## src/dsam_defines.svh

```systemverilog
`ifndef DSAM_DEFINES_SVH
`define DSAM_DEFINES_SVH
// Summary of operation
// Host first sets sample period word to one, giving 819.2 samples per second.
// Host sets range filter word for four-tap averaging and widest gyro range.
// Manual stimulus bits 10 apply negative stimulus; host waits 50 ms per change.
// Manual stimulus bits 01 apply positive stimulus; host ends by zeroing upper byte.
// Memory test bit starts a checksum check over the flash locations.
// Checksum result lands in flag bit 6, one meaning fail.
// Each completed read of the flag word clears all error flags.
// A persisting error sets its flag again at the next sample cycle.
// Supply flags 1 and 0 clear themselves once supply is back in range.
// Bits 15..13 flag accel, 12..10 gyro self-test failures, z y x order.
// Bits 9 and 8 read one while alarm two or one is active.
// Bits 5..2 flag self-test error, overrange, serial failure, flash update failure.
// Bit 1 reads one while the supply monitor reports above 5.25 V.
// Bit 0 reads one while the supply monitor reports below 4.75 V.
// Two independent alarms, each with threshold and sample-count registers.
// Threshold bit 15 picks greater-than when one, less-than when zero.
// Threshold bits 13..0 hold the limit, bit 14 unused, reset zero.
// Rate-of-change period is sample count times the sample period.
// Sample count in bits 7..0; zero and one both mean one sample.
// Internal self-test bit self-clears when done and reports per-sensor results.
// Memory test bit self-clears when the checksum test completes.
// Alarm control carries source selects: alarm two 15..12, alarm one 11..8.
// An error arriving with a clearing read stays set.
// Alarms are evaluated once per sample cycle from source, direction, threshold.

// ----------------------------------------
// Register word indexes (byte address / 2)
// ----------------------------------------
`define DSAM_IDX_MAG1  6'h10
`define DSAM_IDX_MAG2  6'h11
`define DSAM_IDX_SMP1  6'h12
`define DSAM_IDX_SMP2  6'h13
`define DSAM_IDX_ACTL  6'h14
`define DSAM_IDX_MSC   6'h1A
`define DSAM_IDX_PRD   6'h1B
`define DSAM_IDX_AVG   6'h1C
`define DSAM_IDX_DIAG  6'h1E

// ----------------------------------------
// Reset values and masks
// ----------------------------------------
`define DSAM_RST_MSC   16'h0006
`define DSAM_RST_PRD   16'h0001
`define DSAM_RST_AVG   16'h0402
`define DSAM_RST_ZERO  16'h0000
`define DSAM_MAG_MASK  16'hBFFF
`define DSAM_SMP_MASK  16'h00FF
`define DSAM_DIAG_KEEP 16'hFC7F

// ----------------------------------------
// Field positions
// ----------------------------------------
`define DSAM_MSC_MEM   11
`define DSAM_MSC_SELF  10
`define DSAM_MSC_NEG   9
`define DSAM_MSC_POS   8
`define DSAM_MAG_GT    15
`define DSAM_ACTL_ROC  6
`define DSAM_DG_FLASH  6
`define DSAM_DG_STERR  5
`define DSAM_DG_OVR    4
`define DSAM_DG_SPI    3
`define DSAM_DG_UPD    2
`define DSAM_DG_HIGH   1
`define DSAM_DG_LOW    0
`define DSAM_SRC_LAST  4'hB
`define DSAM_FRAME_BITS 5'h10

// ----------------------------------------
// Timing
// ----------------------------------------
`define DSAM_CLK_HZ        64'd200000000
`define DSAM_PRD1_SPS_X10  64'd8192
`define DSAM_BASE_CYCLES   ((`DSAM_CLK_HZ * 64'd10) / (`DSAM_PRD1_SPS_X10 * 64'd2))
`define DSAM_SELFTEST_US   64'd1000
`define DSAM_SELFTEST_CYC  ((`DSAM_CLK_HZ * `DSAM_SELFTEST_US) / 64'd1000000)
`endif

```

## src/dsam_pkg.sv

```systemverilog
package dsam_pkg;
  typedef struct packed {
    logic [2:0] accel_fail;
    logic [2:0] gyro_fail;
    logic       selftest_err;
    logic       overrange;
    logic       flash_upd_fail;
    logic       supply_high;
    logic       supply_low;
  } dsam_cond_t;

  typedef struct packed {
    logic sclk;
    logic cs_n;
    logic mosi;
  } dsam_spi_in_t;

  typedef struct packed {
    logic auto_run;
    logic neg;
    logic pos;
  } dsam_stim_t;

  typedef enum logic [1:0] {
    TS_IDLE = 2'h0,
    TS_MEM  = 2'h1,
    TS_SELF = 2'h2
  } dsam_test_t;
endpackage

```

## src/dsam_monitor.sv

```systemverilog
`timescale 1ns/1ps
`include "dsam_defines.svh"
module dsam_monitor
  import dsam_pkg::*;
#(
  parameter int BASE_CYCLES     = int'(`DSAM_BASE_CYCLES),
  parameter int SELFTEST_CYCLES = int'(`DSAM_SELFTEST_CYC),
  parameter int FLASH_AW        = 6
) (
  // Clock and reset
  input  wire logic               clk,
  input  wire logic               reset,
  // Serial register port, mode 3
  input  wire dsam_spi_in_t       spi_in,
  output logic                    spi_miso,
  // Sensor conditions and alarm sources
  input  wire dsam_cond_t         cond,
  input  wire logic [15:0][13:0]  alarm_src,
  // Flash read port, one cycle latency
  output logic [FLASH_AW-1:0]     flash_addr,
  input  wire logic [15:0]        flash_data,
  // Self-test stimulus
  output dsam_stim_t              stim
);
  localparam int NW = 1 << FLASH_AW;

  // ----------------------------------------
  // Functions
  // ----------------------------------------
  function automatic logic [15:0] put_byte(input logic [15:0] w, input logic hi,
                                           input logic [7:0] b);
    put_byte = hi ? {b, w[7:0]} : {w[15:8], b};
  endfunction

  function automatic logic signed [15:0] sx(input logic [13:0] v);
    sx = 16'(signed'(v));
  endfunction

  function automatic logic hit(input logic signed [15:0] v, input logic [15:0] thr);
    hit = thr[`DSAM_MAG_GT] ? (v > sx(thr[13:0])) : (v < sx(thr[13:0]));
  endfunction

  // ----------------------------------------
  // Synchronisers
  // ----------------------------------------
  // Sclk is sampled, so it must stay well below a quarter of clk
  dsam_spi_in_t spi_s1_reg, spi_s2_reg;
  dsam_cond_t   cond_s1_reg, cond_s2_reg;
  logic         sclk_d_reg, cs_d_reg;

  always_ff @(posedge clk) begin
    if (reset) begin
      spi_s1_reg  <= 3'h6;
      spi_s2_reg  <= 3'h6;
      sclk_d_reg  <= 1'h1;
      cs_d_reg    <= 1'h1;
      cond_s1_reg <= '0;
      cond_s2_reg <= '0;
    end else begin
      spi_s1_reg  <= spi_in;
      spi_s2_reg  <= spi_s1_reg;
      sclk_d_reg  <= spi_s2_reg.sclk;
      cs_d_reg    <= spi_s2_reg.cs_n;
      cond_s1_reg <= cond;
      cond_s2_reg <= cond_s1_reg;
    end
  end

  logic sclk_rise, sclk_fall, cs_fall, cs_rise;
  assign sclk_rise = spi_s2_reg.sclk & ~sclk_d_reg;
  assign sclk_fall = ~spi_s2_reg.sclk & sclk_d_reg;
  assign cs_fall   = ~spi_s2_reg.cs_n & cs_d_reg;
  assign cs_rise   = spi_s2_reg.cs_n & ~cs_d_reg;

  // ----------------------------------------
  // Serial frame engine
  // ----------------------------------------
  logic [15:0] sh_in_reg, sh_in_next, sh_out_reg, sh_out_next;
  logic [4:0]  bits_reg, bits_next;
  logic [5:0]  rd_idx_reg, rd_idx_next;
  logic        rd_pend_reg, rd_pend_next, out_diag_reg, out_diag_next;
  logic        miso_reg, miso_next;
  logic [15:0] rd_data;
  logic        frame_ok, wr_ev, spi_err, diag_clr;

  assign frame_ok = cs_rise & (bits_reg == `DSAM_FRAME_BITS);
  assign wr_ev    = frame_ok & sh_in_reg[15];
  assign spi_err  = cs_rise & (bits_reg != `DSAM_FRAME_BITS);
  assign diag_clr = frame_ok & out_diag_reg;

  always_comb begin
    sh_in_next    = sh_in_reg;
    sh_out_next   = sh_out_reg;
    bits_next     = bits_reg;
    rd_idx_next   = rd_idx_reg;
    rd_pend_next  = rd_pend_reg;
    out_diag_next = out_diag_reg;
    miso_next     = miso_reg;
    if (cs_fall) begin
      bits_next     = 5'h00;
      sh_out_next   = rd_pend_reg ? rd_data : 16'h0000;
      out_diag_next = rd_pend_reg & (rd_idx_reg == `DSAM_IDX_DIAG);
    end else if (!spi_s2_reg.cs_n) begin
      if (sclk_rise) begin
        sh_in_next = {sh_in_reg[14:0], spi_s2_reg.mosi};
        bits_next  = bits_reg + 5'h01;
      end
      if (sclk_fall) begin
        miso_next   = sh_out_reg[15];
        sh_out_next = {sh_out_reg[14:0], 1'h0};
      end
    end
    if (frame_ok) begin
      rd_pend_next = ~sh_in_reg[15];
      if (!sh_in_reg[15])
        rd_idx_next = sh_in_reg[14:9];
    end
    if (cs_rise)
      out_diag_next = 1'h0;
  end

  always_ff @(posedge clk) begin
    if (reset) begin
      sh_in_reg    <= 16'h0000;
      sh_out_reg   <= 16'h0000;
      bits_reg     <= 5'h00;
      rd_idx_reg   <= 6'h00;
      rd_pend_reg  <= 1'h0;
      out_diag_reg <= 1'h0;
      miso_reg     <= 1'h0;
    end else begin
      sh_in_reg    <= sh_in_next;
      sh_out_reg   <= sh_out_next;
      bits_reg     <= bits_next;
      rd_idx_reg   <= rd_idx_next;
      rd_pend_reg  <= rd_pend_next;
      out_diag_reg <= out_diag_next;
      miso_reg     <= miso_next;
    end
  end

  // ----------------------------------------
  // Sample cycle divider
  // ----------------------------------------
  logic [31:0] base_reg, base_next;
  logic [7:0]  pcnt_reg, pcnt_next;
  logic [15:0] prd_reg;
  logic        base_wrap, tick;

  assign base_wrap = base_reg == 32'(BASE_CYCLES - 1);
  assign tick      = base_wrap & (pcnt_reg >= prd_reg[7:0]);

  always_comb begin
    base_next = base_wrap ? 32'h0 : base_reg + 32'h1;
    pcnt_next = tick ? 8'h00 : (base_wrap ? pcnt_reg + 8'h01 : pcnt_reg);
  end

  always_ff @(posedge clk) begin
    if (reset) begin
      base_reg <= 32'h0;
      pcnt_reg <= 8'h00;
    end else begin
      base_reg <= base_next;
      pcnt_reg <= pcnt_next;
    end
  end

  // ----------------------------------------
  // Configuration registers and test engine
  // ----------------------------------------
  logic [15:0] msc_reg, msc_next, prd_next, avg_reg, avg_next, actl_reg, actl_next;
  logic [15:0] mag_reg [2];
  logic [15:0] mag_next [2];
  logic [15:0] smp_reg [2];
  logic [15:0] smp_next [2];
  dsam_test_t  st_reg, st_next;
  logic [FLASH_AW:0] idx_reg, idx_next;
  logic [15:0] acc_reg, acc_next, sum;
  logic [31:0] tcnt_reg, tcnt_next;
  logic        mem_done, mem_fail, st_done;

  always_comb begin
    msc_next  = msc_reg;
    prd_next  = prd_reg;
    avg_next  = avg_reg;
    actl_next = actl_reg;
    mag_next  = mag_reg;
    smp_next  = smp_reg;
    st_next   = st_reg;
    idx_next  = idx_reg;
    acc_next  = acc_reg;
    tcnt_next = tcnt_reg;
    mem_done  = 1'h0;
    mem_fail  = 1'h0;
    st_done   = 1'h0;
    sum       = acc_reg + ((idx_reg != '0) ? flash_data : 16'h0000);
    if (wr_ev) begin
      unique case (sh_in_reg[14:9])
        `DSAM_IDX_MSC:  msc_next  = put_byte(msc_reg, sh_in_reg[8], sh_in_reg[7:0]);
        `DSAM_IDX_PRD:  prd_next  = put_byte(prd_reg, sh_in_reg[8], sh_in_reg[7:0]);
        `DSAM_IDX_AVG:  avg_next  = put_byte(avg_reg, sh_in_reg[8], sh_in_reg[7:0]);
        `DSAM_IDX_ACTL: actl_next = put_byte(actl_reg, sh_in_reg[8], sh_in_reg[7:0]);
        `DSAM_IDX_MAG1: mag_next[0] = put_byte(mag_reg[0], sh_in_reg[8], sh_in_reg[7:0])
                                      & `DSAM_MAG_MASK;
        `DSAM_IDX_MAG2: mag_next[1] = put_byte(mag_reg[1], sh_in_reg[8], sh_in_reg[7:0])
                                      & `DSAM_MAG_MASK;
        `DSAM_IDX_SMP1: smp_next[0] = put_byte(smp_reg[0], sh_in_reg[8], sh_in_reg[7:0])
                                      & `DSAM_SMP_MASK;
        `DSAM_IDX_SMP2: smp_next[1] = put_byte(smp_reg[1], sh_in_reg[8], sh_in_reg[7:0])
                                      & `DSAM_SMP_MASK;
        default: ;
      endcase
    end
    unique case (st_reg)
      TS_IDLE: begin
        idx_next  = '0;
        acc_next  = 16'h0000;
        tcnt_next = 32'h0;
        if (msc_reg[`DSAM_MSC_MEM])
          st_next = TS_MEM;
        else if (msc_reg[`DSAM_MSC_SELF])
          st_next = TS_SELF;
      end
      TS_MEM: begin
        acc_next = sum;
        if (idx_reg == (FLASH_AW+1)'(NW)) begin
          mem_done = 1'h1;
          mem_fail = sum != 16'h0000;
          msc_next[`DSAM_MSC_MEM] = 1'h0;
          st_next = TS_IDLE;
        end else
          idx_next = idx_reg + 1'b1;
      end
      TS_SELF: begin
        if (tcnt_reg == 32'(SELFTEST_CYCLES - 1)) begin
          st_done = 1'h1;
          msc_next[`DSAM_MSC_SELF] = 1'h0;
          st_next = TS_IDLE;
        end else
          tcnt_next = tcnt_reg + 32'h1;
      end
      default: st_next = TS_IDLE;
    endcase
  end

  always_ff @(posedge clk) begin
    if (reset) begin
      msc_reg  <= `DSAM_RST_MSC;
      prd_reg  <= `DSAM_RST_PRD;
      avg_reg  <= `DSAM_RST_AVG;
      actl_reg <= `DSAM_RST_ZERO;
      mag_reg  <= '{`DSAM_RST_ZERO, `DSAM_RST_ZERO};
      smp_reg  <= '{`DSAM_RST_ZERO, `DSAM_RST_ZERO};
      st_reg   <= TS_IDLE;
      idx_reg  <= '0;
      acc_reg  <= 16'h0000;
      tcnt_reg <= 32'h0;
    end else begin
      msc_reg  <= msc_next;
      prd_reg  <= prd_next;
      avg_reg  <= avg_next;
      actl_reg <= actl_next;
      mag_reg  <= mag_next;
      smp_reg  <= smp_next;
      st_reg   <= st_next;
      idx_reg  <= idx_next;
      acc_reg  <= acc_next;
      tcnt_reg <= tcnt_next;
    end
  end

  // ----------------------------------------
  // Alarm comparators
  // ----------------------------------------
  logic [13:0] ref_reg [2];
  logic [13:0] ref_next [2];
  logic [7:0]  acnt_reg [2];
  logic [7:0]  acnt_next [2];
  logic [1:0]  act_reg, act_next;

  always_comb begin
    logic [3:0]  sel;
    logic [13:0] v;
    sel       = 4'h0;
    v         = 14'h0;
    ref_next  = ref_reg;
    acnt_next = acnt_reg;
    act_next  = act_reg;
    for (int i = 0; i < 2; i++) begin
      sel = i[0] ? actl_reg[15:12] : actl_reg[11:8];
      v   = alarm_src[sel];
      if (tick) begin
        if (sel == 4'h0 || sel > `DSAM_SRC_LAST) begin
          act_next[i]  = 1'h0;
          acnt_next[i] = 8'h00;
        end else if (actl_reg[`DSAM_ACTL_ROC + i]) begin
          // Zero and one both give a one-sample period
          if (acnt_reg[i] + 8'h01 >= smp_reg[i][7:0]) begin
            act_next[i]  = hit(sx(v) - sx(ref_reg[i]), mag_reg[i]);
            ref_next[i]  = v;
            acnt_next[i] = 8'h00;
          end else
            acnt_next[i] = acnt_reg[i] + 8'h01;
        end else begin
          act_next[i] = hit(sx(v), mag_reg[i]);
          ref_next[i] = v;
        end
      end
    end
  end

  always_ff @(posedge clk) begin
    if (reset) begin
      ref_reg  <= '{14'h0, 14'h0};
      acnt_reg <= '{8'h00, 8'h00};
      act_reg  <= 2'h0;
    end else begin
      ref_reg  <= ref_next;
      acnt_reg <= acnt_next;
      act_reg  <= act_next;
    end
  end

  // ----------------------------------------
  // Diagnostic flag word
  // ----------------------------------------
  logic [15:0] flags_reg, flags_next, fset, fclr;

  always_comb begin
    fset = 16'h0000;
    fclr = diag_clr ? 16'hFFFF : 16'h0000;
    if (tick) begin
      fset[`DSAM_DG_STERR] = cond_s2_reg.selftest_err;
      fset[`DSAM_DG_OVR]   = cond_s2_reg.overrange;
      fset[`DSAM_DG_UPD]   = cond_s2_reg.flash_upd_fail;
      fset[`DSAM_DG_HIGH]  = cond_s2_reg.supply_high;
      fset[`DSAM_DG_LOW]   = cond_s2_reg.supply_low;
    end
    fset[`DSAM_DG_SPI]   = spi_err;
    fset[`DSAM_DG_FLASH] = mem_done & mem_fail;
    if (st_done)
      fset[15:10] = {cond_s2_reg.accel_fail, cond_s2_reg.gyro_fail};
    fclr[`DSAM_DG_HIGH] = fclr[`DSAM_DG_HIGH] | ~cond_s2_reg.supply_high;
    fclr[`DSAM_DG_LOW]  = fclr[`DSAM_DG_LOW] | ~cond_s2_reg.supply_low;
    // Set beats clear so an error landing on the read is kept
    flags_next = ((flags_reg & ~fclr) | fset) & `DSAM_DIAG_KEEP;
  end

  always_ff @(posedge clk) begin
    if (reset)
      flags_reg <= 16'h0000;
    else
      flags_reg <= flags_next;
  end

  // ----------------------------------------
  // Read mux and outputs
  // ----------------------------------------
  always_comb begin
    unique case (rd_idx_reg)
      `DSAM_IDX_DIAG: rd_data = flags_reg | {6'h00, act_reg, 8'h00};
      `DSAM_IDX_MSC:  rd_data = msc_reg;
      `DSAM_IDX_PRD:  rd_data = prd_reg;
      `DSAM_IDX_AVG:  rd_data = avg_reg;
      `DSAM_IDX_ACTL: rd_data = actl_reg;
      `DSAM_IDX_MAG1: rd_data = mag_reg[0];
      `DSAM_IDX_MAG2: rd_data = mag_reg[1];
      `DSAM_IDX_SMP1: rd_data = smp_reg[0];
      `DSAM_IDX_SMP2: rd_data = smp_reg[1];
      default:        rd_data = 16'h0000;
    endcase
  end

  assign spi_miso   = miso_reg;
  assign flash_addr = idx_reg[FLASH_AW-1:0];
  assign stim       = dsam_stim_t'({msc_reg[`DSAM_MSC_SELF], msc_reg[`DSAM_MSC_NEG],
                                    msc_reg[`DSAM_MSC_POS]});
endmodule // dsam_monitor

```

## config.mk

```make
export PLATFORM = sky130hd
export DESIGN_NAME = dsam_monitor
export DESIGN_NICKNAME = d
export VERILOG_FILES = /design/src/dsam_pkg.sv /design/src/dsam_monitor.sv
export VERILOG_INCLUDE_DIRS = /design/src
export SDC_FILE = /design/constraint.sdc
export NUM_CORES = 1
export LEC_CHECK = 0
export BUFFER_PORTS_ARGS = -buffer_cell sky130_fd_sc_hd__buf_4
export CORE_MARGIN = 10
export CORE_UTILIZATION = 50
export DETAILED_ROUTE_END_ITERATION = 16
export GPL_TIMING_DRIVEN = 0
export HOLD_SLACK_MARGIN = 0.02
export PLACE_DENSITY = 0.8
export RECOVER_POWER = 100
export SETUP_SLACK_MARGIN = 0.2
export SLEW_MARGIN = 10
export SYNTH_ARGS = -nofsm -noshare
export SYNTH_HDL_FRONTEND = slang
export SYNTH_SLANG_ARGS = --single-unit
```

## constraint.sdc

```tcl
create_clock -name clk -period 5.25 [get_ports clk]
set_input_delay 0.2625 -clock clk [delete_from_list [all_inputs] [get_ports clk]]
set_output_delay 0.2625 -clock clk [all_outputs]
set_load 0.01 [all_outputs]
```

==> results of run 1 <==
-- repair_timing --
action                     in CTS  in global routing
hold endpoints to repair       14                  0
pin swaps                      17                 22
resized for setup              95                 20
buffers inserted               29                 13
setup endpoints to repair       2                  2
hold buffers                   14                  0
-- cells in the final DEF (no fill, tap or decap), types with 65 or more instances in the layout --
cell type,netlist,layout
mux2i_1,163,163
mux4_2,140,140
ha_1,141,135
nand3_1,70,68
xor2_1,65,65
nand2_1,140,139
a21oi_1,103,99
inv_1,118,115
buf_4,9,299
clkbuf_1,100,88
nor2_1,327,331
dfxtp_1,342,340
-- cell usage after synthesis, drive strengths merged (36+ instances only) --
cell type | n | share of area
nor2b | 42 | 0.012
a22oi | 50 | 0.017
nand2 | 141 | 0.025
mux4 | 140 | 0.15
nand3 | 70 | 0.016
nor3 | 36 | 0.0093
clkbuf | 100 | 0.017
dfxtp | 342 | 0.32
xor2 | 65 | 0.026
ha | 141 | 0.082
o21ai | 52 | 0.012
xnor2 | 45 | 0.018
nor2 | 331 | 0.058
inv | 118 | 0.021
mux2i | 163 | 0.076
a21oi | 103 | 0.024
-- worst reg2reg max path: cells and delay by family, from the launching register on --
family	cells	cell delay (ns)
buffers and inverters	5	0.54
and+or+nand+nor	1	0.10
adders and majority gates	3	0.81
DFF	1	0.33
AOI/OAI and AO/OA	13	2.00
muxes	3	1.31
-- report_power, final --
part	switching, W	internal, W	total [W]
clock network	0.00116	0.00160	0.00276
registers	0.0000108	0.00261	0.00262
logic	0.000295	0.000333	0.000627
total	0.00147	0.00454	0.00601
-- worst paths after layout --
path | start | end | cells after the start
hold reg to reg | spi_s1_reg[1] | spi_s2_reg[1] | 1
setup reg to reg | actl_reg[12] | act_reg[1] | 25
setup / recovery | actl_reg[12] | act_reg[1] | 25
hold / removal | flash_data[0] | acc_reg[0] | 5
-- stage by stage --
stage / cell area [sq um] / setup TNS [ns] / util
CTS: 26100 / 0 / 0.618
finish: 26200 / 0 / 0.621
detailed placement: 24200 / -1.99 / 0.573
floorplan: 21500 / 0 / -
global placement: 24200 / -1.80 / 0.573
global route: 26200 / -0.245 / 0.621
-- metal layers --
metal / vias to the layer above / track usage / part of all wire
met5: - / 0 / 0
met4: 0 / 0.113 / 0.040
met3: 205 / 0.0660 / 0.098
met2: 1090 / 0.469 / 0.47
met1: 9716 / 0.354 / 0.39
li1: 9015 / - / -
-- final cells by class --
type / count / area (sq um) / share of cell area
sequential: 342 / 6850 / 0.261
tap: 539 / 674 / 0.0257
inverter: 119 / 447 / 0.0170
timing repair buffer: 321 / 2430 / 0.0927
multi-input combinational: 1699 / 13800 / 0.526
buffer: 127 / 721 / 0.0275
antenna: 2 / 5.00 / 0.000191
clock inverter: 20 / 191 / 0.00730
clock buffer: 50 / 1100 / 0.0419
-- cells by family after synthesis --
group,synth area share
AOI/OAI and AO/OA,0.107
xor gates and xnor gates,0.0447
adders and majority gates,0.0847
buffers and inverters,0.0450
DFF,0.318
muxes,0.228
and+or+nand+nor,0.172
==> results.sh, run 1 <==
export IMPL_clock_fmax_mhz=191
export IMPL_cp_data_required_time_ns=5.68
export IMPL_final_nets=3049
export IMPL_p_total_w=0.00601
export IMPL_routedWlPerCell_microns=23.7
export IMPL_syn_area_sq_mm=0.0215
export IMPL_crit_path_start_kind="flip-flop"
export IMPL_outcome="finished with violations"
export IMPL_cpPeakStageDelay_ns=0.51
export IMPL_netlist_instances=2287
export IMPL_antenna_found_initial=2
export IMPL_hold_class="input port to flip-flop"
export IMPL_endpoint_kind="flip-flop"
export IMPL_std_cell_rows=75
export IMPL_leakage_nw=10.0
export IMPL_nFillCells=3438
export IMPL_antenna_left=0
export IMPL_clkLatencyLatePin_ns=0.57
export IMPL_setup_violations=0
export IMPL_overflow=0
export IMPL_hold_ws_ns=0.229
export IMPL_async_flop_share=0
export IMPL_first_iter_violations=2238
export IMPL_post_place_ws_ns=-1.01
export IMPL_routed_via_density=6.22
export IMPL_p_per_area_mw_per_mm2=229
export IMPL_grt_total_usage=0.284
export IMPL_die_h_microns=228
export IMPL_cp_num_buf_inv=5
export IMPL_drc=0
export IMPL_design_portCount=266
export IMPL_yosys_warnings=0
export IMPL_ir_drop_uv=241
export IMPL_slew_headroom=-0.285
export IMPL_slew_viol_final=42
export IMPL_dp_hpwl_mm=58.2
export IMPL_numPortBuffers=265
export IMPL_cap_violations=5
export IMPL_critical_path_top_delay_family="compound AO/OA/AOI/OAI gates"
export IMPL_finalCritPeriodShare=0.997
export IMPL_rsz0062_at_grt="true"
export IMPL_seq_area_frac_synth=0.318
export IMPL_drt_pass1_iterations=6
export IMPL_critPathArrivalTime_ns=5.66
export IMPL_gp_congestion=1.03
export IMPL_slowest_stage="mux4_2"
export IMPL_cts_tree="yes"
export IMPL_grt_max_degree=15
export IMPL_fin_ws_ns=0.0145
export IMPL_area_delta_synth_final_pct=21.7
export IMPL_wl_mm=76.4
export IMPL_setup_worst_path_class="flip-flop to flip-flop"
export IMPL_clk_pin_slew_ns=0.06
export IMPL_synth_avg_cell_area_sq_um=9.42
export IMPL_initial_core_util=0.510
export IMPL_vias=20026
export IMPL_dp_cells=3091
export IMPL_fin_crit_ns=5.24
export IMPL_ys_flop_type="dfxtp_1"
export IMPL_crit_fanout=7
export IMPL_fp_dieW_microns=228
export IMPL_ys_ff_latch=342
export IMPL_finalNonFillerCells=3219
export IMPL_syn_nets=2687
export IMPL_cts_buffer_depth=3
export IMPL_worst_slew_pin_slew_ns=1.91
export IMPL_synth_cell_types=71
export IMPL_cts_root_buf="clkbuf_16"
export IMPL_hold_viol=0
export IMPL_core_area_sq_mm=0.0422
export IMPL_violations="max-capacitance violations, max-slew violations"
export IMPL_cts_buffers=39
export IMPL_critPathMostFrequentCell="a21oi_2"
export IMPL_grt_pass1_wl_mm=113
export IMPL_synth_edf_count=0
export IMPL_cts_sinks=342
export IMPL_htreeDepth=2
export IMPL_grt_pass1_vias=19972
export IMPL_clock_skew_ns=0.0282
export IMPL_layout_drive_gt1_share=0.228
export IMPL_dieArea_sq_mm=0.0518
export IMPL_r2r_slack_ns=0.01
Note: power is estimated with default switching activity, not from simulation.
==> run 2, diff against run 1 <==
==> constraint.sdc (replaced) <==
create_clock -name clk -period 5.25 [get_ports clk]
set_input_delay 0.7875 -clock clk [delete_from_list [all_inputs] [get_ports clk]]
set_output_delay 0.7875 -clock clk [all_outputs]
set_load 0.01 [all_outputs]
==> results.sh, run 2 (synthesis results as in run 1) <==
export IMPL_outcome="finished with violations"
export IMPL_violations="max-capacitance violations, max-slew violations"
export IMPL_fp_dieW_microns=228
export IMPL_dieArea_sq_mm=0.0518
export IMPL_cp_startpoint="actl_reg[12]"
export IMPL_r2r_slack_ns=0.03
export IMPL_final_cell_mix="dfxtp_1 (340), nor2_1 (331), buf_4 (306)"
export IMPL_final_nets=3035
export IMPL_drc=0
export IMPL_finalNonFillerCells=3205
export IMPL_crit_path_start_kind="flip-flop"
export IMPL_grt_pass1_wl_mm=113
export IMPL_clock_skew_ns=0.0256
export IMPL_cp_data_required_time_ns=5.68
export IMPL_dp_hpwl_mm=58.2
export IMPL_fin_ws_ns=0.0281
export IMPL_slew_headroom=-0.253
export IMPL_clk_pin_slew_ns=0.06
export IMPL_endpoint="act_reg[1]"
export IMPL_die_h_microns=228
export IMPL_final_common_cell="dfxtp_1"
export IMPL_grt_max_degree=15
export IMPL_dp_cells=3091
export IMPL_numPortBuffers=265
export IMPL_cap_violations=5
export IMPL_post_place_ws_ns=-1.01
export IMPL_hold_ws_ns=0.411
export IMPL_design_portCount=266
export IMPL_crit_fanout=7
export IMPL_slew_viol_final=33
export IMPL_endpoint_kind="flip-flop"
export IMPL_reg2reg_depth=24
export IMPL_critPathArrivalTime_ns=5.65
export IMPL_routed_via_density=6.21
export IMPL_gp_congestion=1.03
export IMPL_wl_mm=76.3
export IMPL_cts_root_buf="clkbuf_16"
export IMPL_ir_drop_uv=241
export IMPL_leakage_nw=9.96
export IMPL_std_cell_rows=75
export IMPL_grt_pass1_vias=19913
export IMPL_cts_buffers=39
export IMPL_first_iter_violations=2319
export IMPL_area_delta_synth_final_pct=21.1
export IMPL_p_per_area_mw_per_mm2=230
export IMPL_setup_violations=0
export IMPL_grt_total_usage=0.283
export IMPL_worst_slew_pin_slew_ns=1.86
export IMPL_layout_drive_gt1_share=0.230
export IMPL_fin_crit_ns=5.22
export IMPL_clkLatencyLatePin_ns=0.57
export IMPL_antenna_found_initial=2
export IMPL_cts_buffer_depth=3
export IMPL_cts_tree="yes"
export IMPL_regArea_sq_mm=0.00685
export IMPL_finalCritPeriodShare=0.995
export IMPL_place_area_sq_mm=0.0242
export IMPL_hold_class="flip-flop to flip-flop"
export IMPL_antenna_left=0
export IMPL_overflow=0
export IMPL_vias=19918
export IMPL_design_area_sq_mm=0.0261
export IMPL_multiInputGateArea_sq_mm=0.0138
export IMPL_clock_fmax_mhz=192
export IMPL_nFillCells=3447
export IMPL_initial_core_util=0.510
export IMPL_cts_sinks=342
export IMPL_htreeDepth=2
export IMPL_rsz0062_at_grt="true"
export IMPL_r2r_end="act_reg[1]"
export IMPL_hold_viol=0
export IMPL_core_area_sq_mm=0.0422
export IMPL_drt_pass1_iterations=6
export IMPL_routedWlPerCell_microns=23.8
export IMPL_setup_worst_path_class="flip-flop to flip-flop"
export IMPL_r2r_start="actl_reg[12]"
run 2: cell types whose count changed in the layout (fill, tap and decap cells not counted), moves of 3 or more:
cell / previous run / this run
buf_4: 299 / 306
clkbuf_1: 88 / 85
clkbuf_4: 19 / 14
dlygate4sd3_1: 14 / 0
run 2: how the worst min path moves through the flow:
stage	cells after the start	end	from	slack (ns)
floorplan	1	spi_s2_reg[1]	spi_s1_reg[1]	0.39
global placement	1	spi_s2_reg[2]	spi_s1_reg[2]	0.39
detailed placement	1	spi_s2_reg[1]	spi_s1_reg[1]	0.40
CTS	1	spi_s2_reg[1]	spi_s1_reg[1]	0.41
global route	2	spi_s1_reg[2]	spi_in[2]	0.43
finish	1	spi_s2_reg[1]	spi_s1_reg[1]	0.41
run 2: timing repair:
item / 4_1_cts / 5_1_grt
hold buffers: 0 / 0
pin swaps: 17 / 22
gates cloned: 0 / 0
resized for setup: 95 / 20
endpoints found under the setup margin: 2 / 2
buffers inserted: 29 / 13
run 2: stage by stage:
stage	setup TNS, ns	total power (W)	utilization
floorplan	0	0.00297	-
global placement	-1.80	0.00323	0.573
detailed placement	-1.99	0.00325	0.573
CTS	0	0.00601	0.615
global route	-0.245	0.00618	0.618
finish	0	0.00600	0.618
run 2: report_power, final:
part,leakage (nW),total (W),switching (W),internal [W]
clock network,0.640,0.00276,0.00116,0.00160
logic,6.56,0.000619,0.000293,0.000327
registers,2.76,0.00262,0.0000108,0.00261
run 2: worst max-delay path, stage by stage, from the launching register on:
cell	delay, ns
dfxtp_2	0.33
clkbuf_8	0.14
buf_6	0.11
buf_12	0.13
mux4_2	0.51
mux4_2	0.51
inv_2	0.08
ha_2	0.18
inv_1	0.07
fa_2	0.39
nand3_2	0.09
a21oi_2	0.06
o211ai_1	0.24
a21boi_1	0.13
o31a_1	0.28
o21ai_2	0.20
a21oi_2	0.11
buf_4	0.14
o22ai_1	0.12
ha_1	0.29
xnor2_1	0.23
o31ai_1	0.11
mux2_2	0.28
a22oi_2	0.23
o31ai_1	0.09
run 2: final cells by class:
class,count,area share
Antenna cell,2,0.000192
Buffer,127,0.0276
Clock buffer,50,0.0421
Clock inverter,20,0.00734
Inverter,119,0.0171
Multi-Input combinational cell,1699,0.529
Sequential cell,342,0.263
Tap cell,539,0.0259
Timing Repair Buffer,307,0.0881
run 2: layer usage:
layer,vias to the layer above,GRT usage,share of wire
li1,8996,-,-
met1,9659,0.352,0.39
met2,1046,0.467,0.47
met3,217,0.0660,0.096
met4,0,0.113,0.040
met5,-,0,0
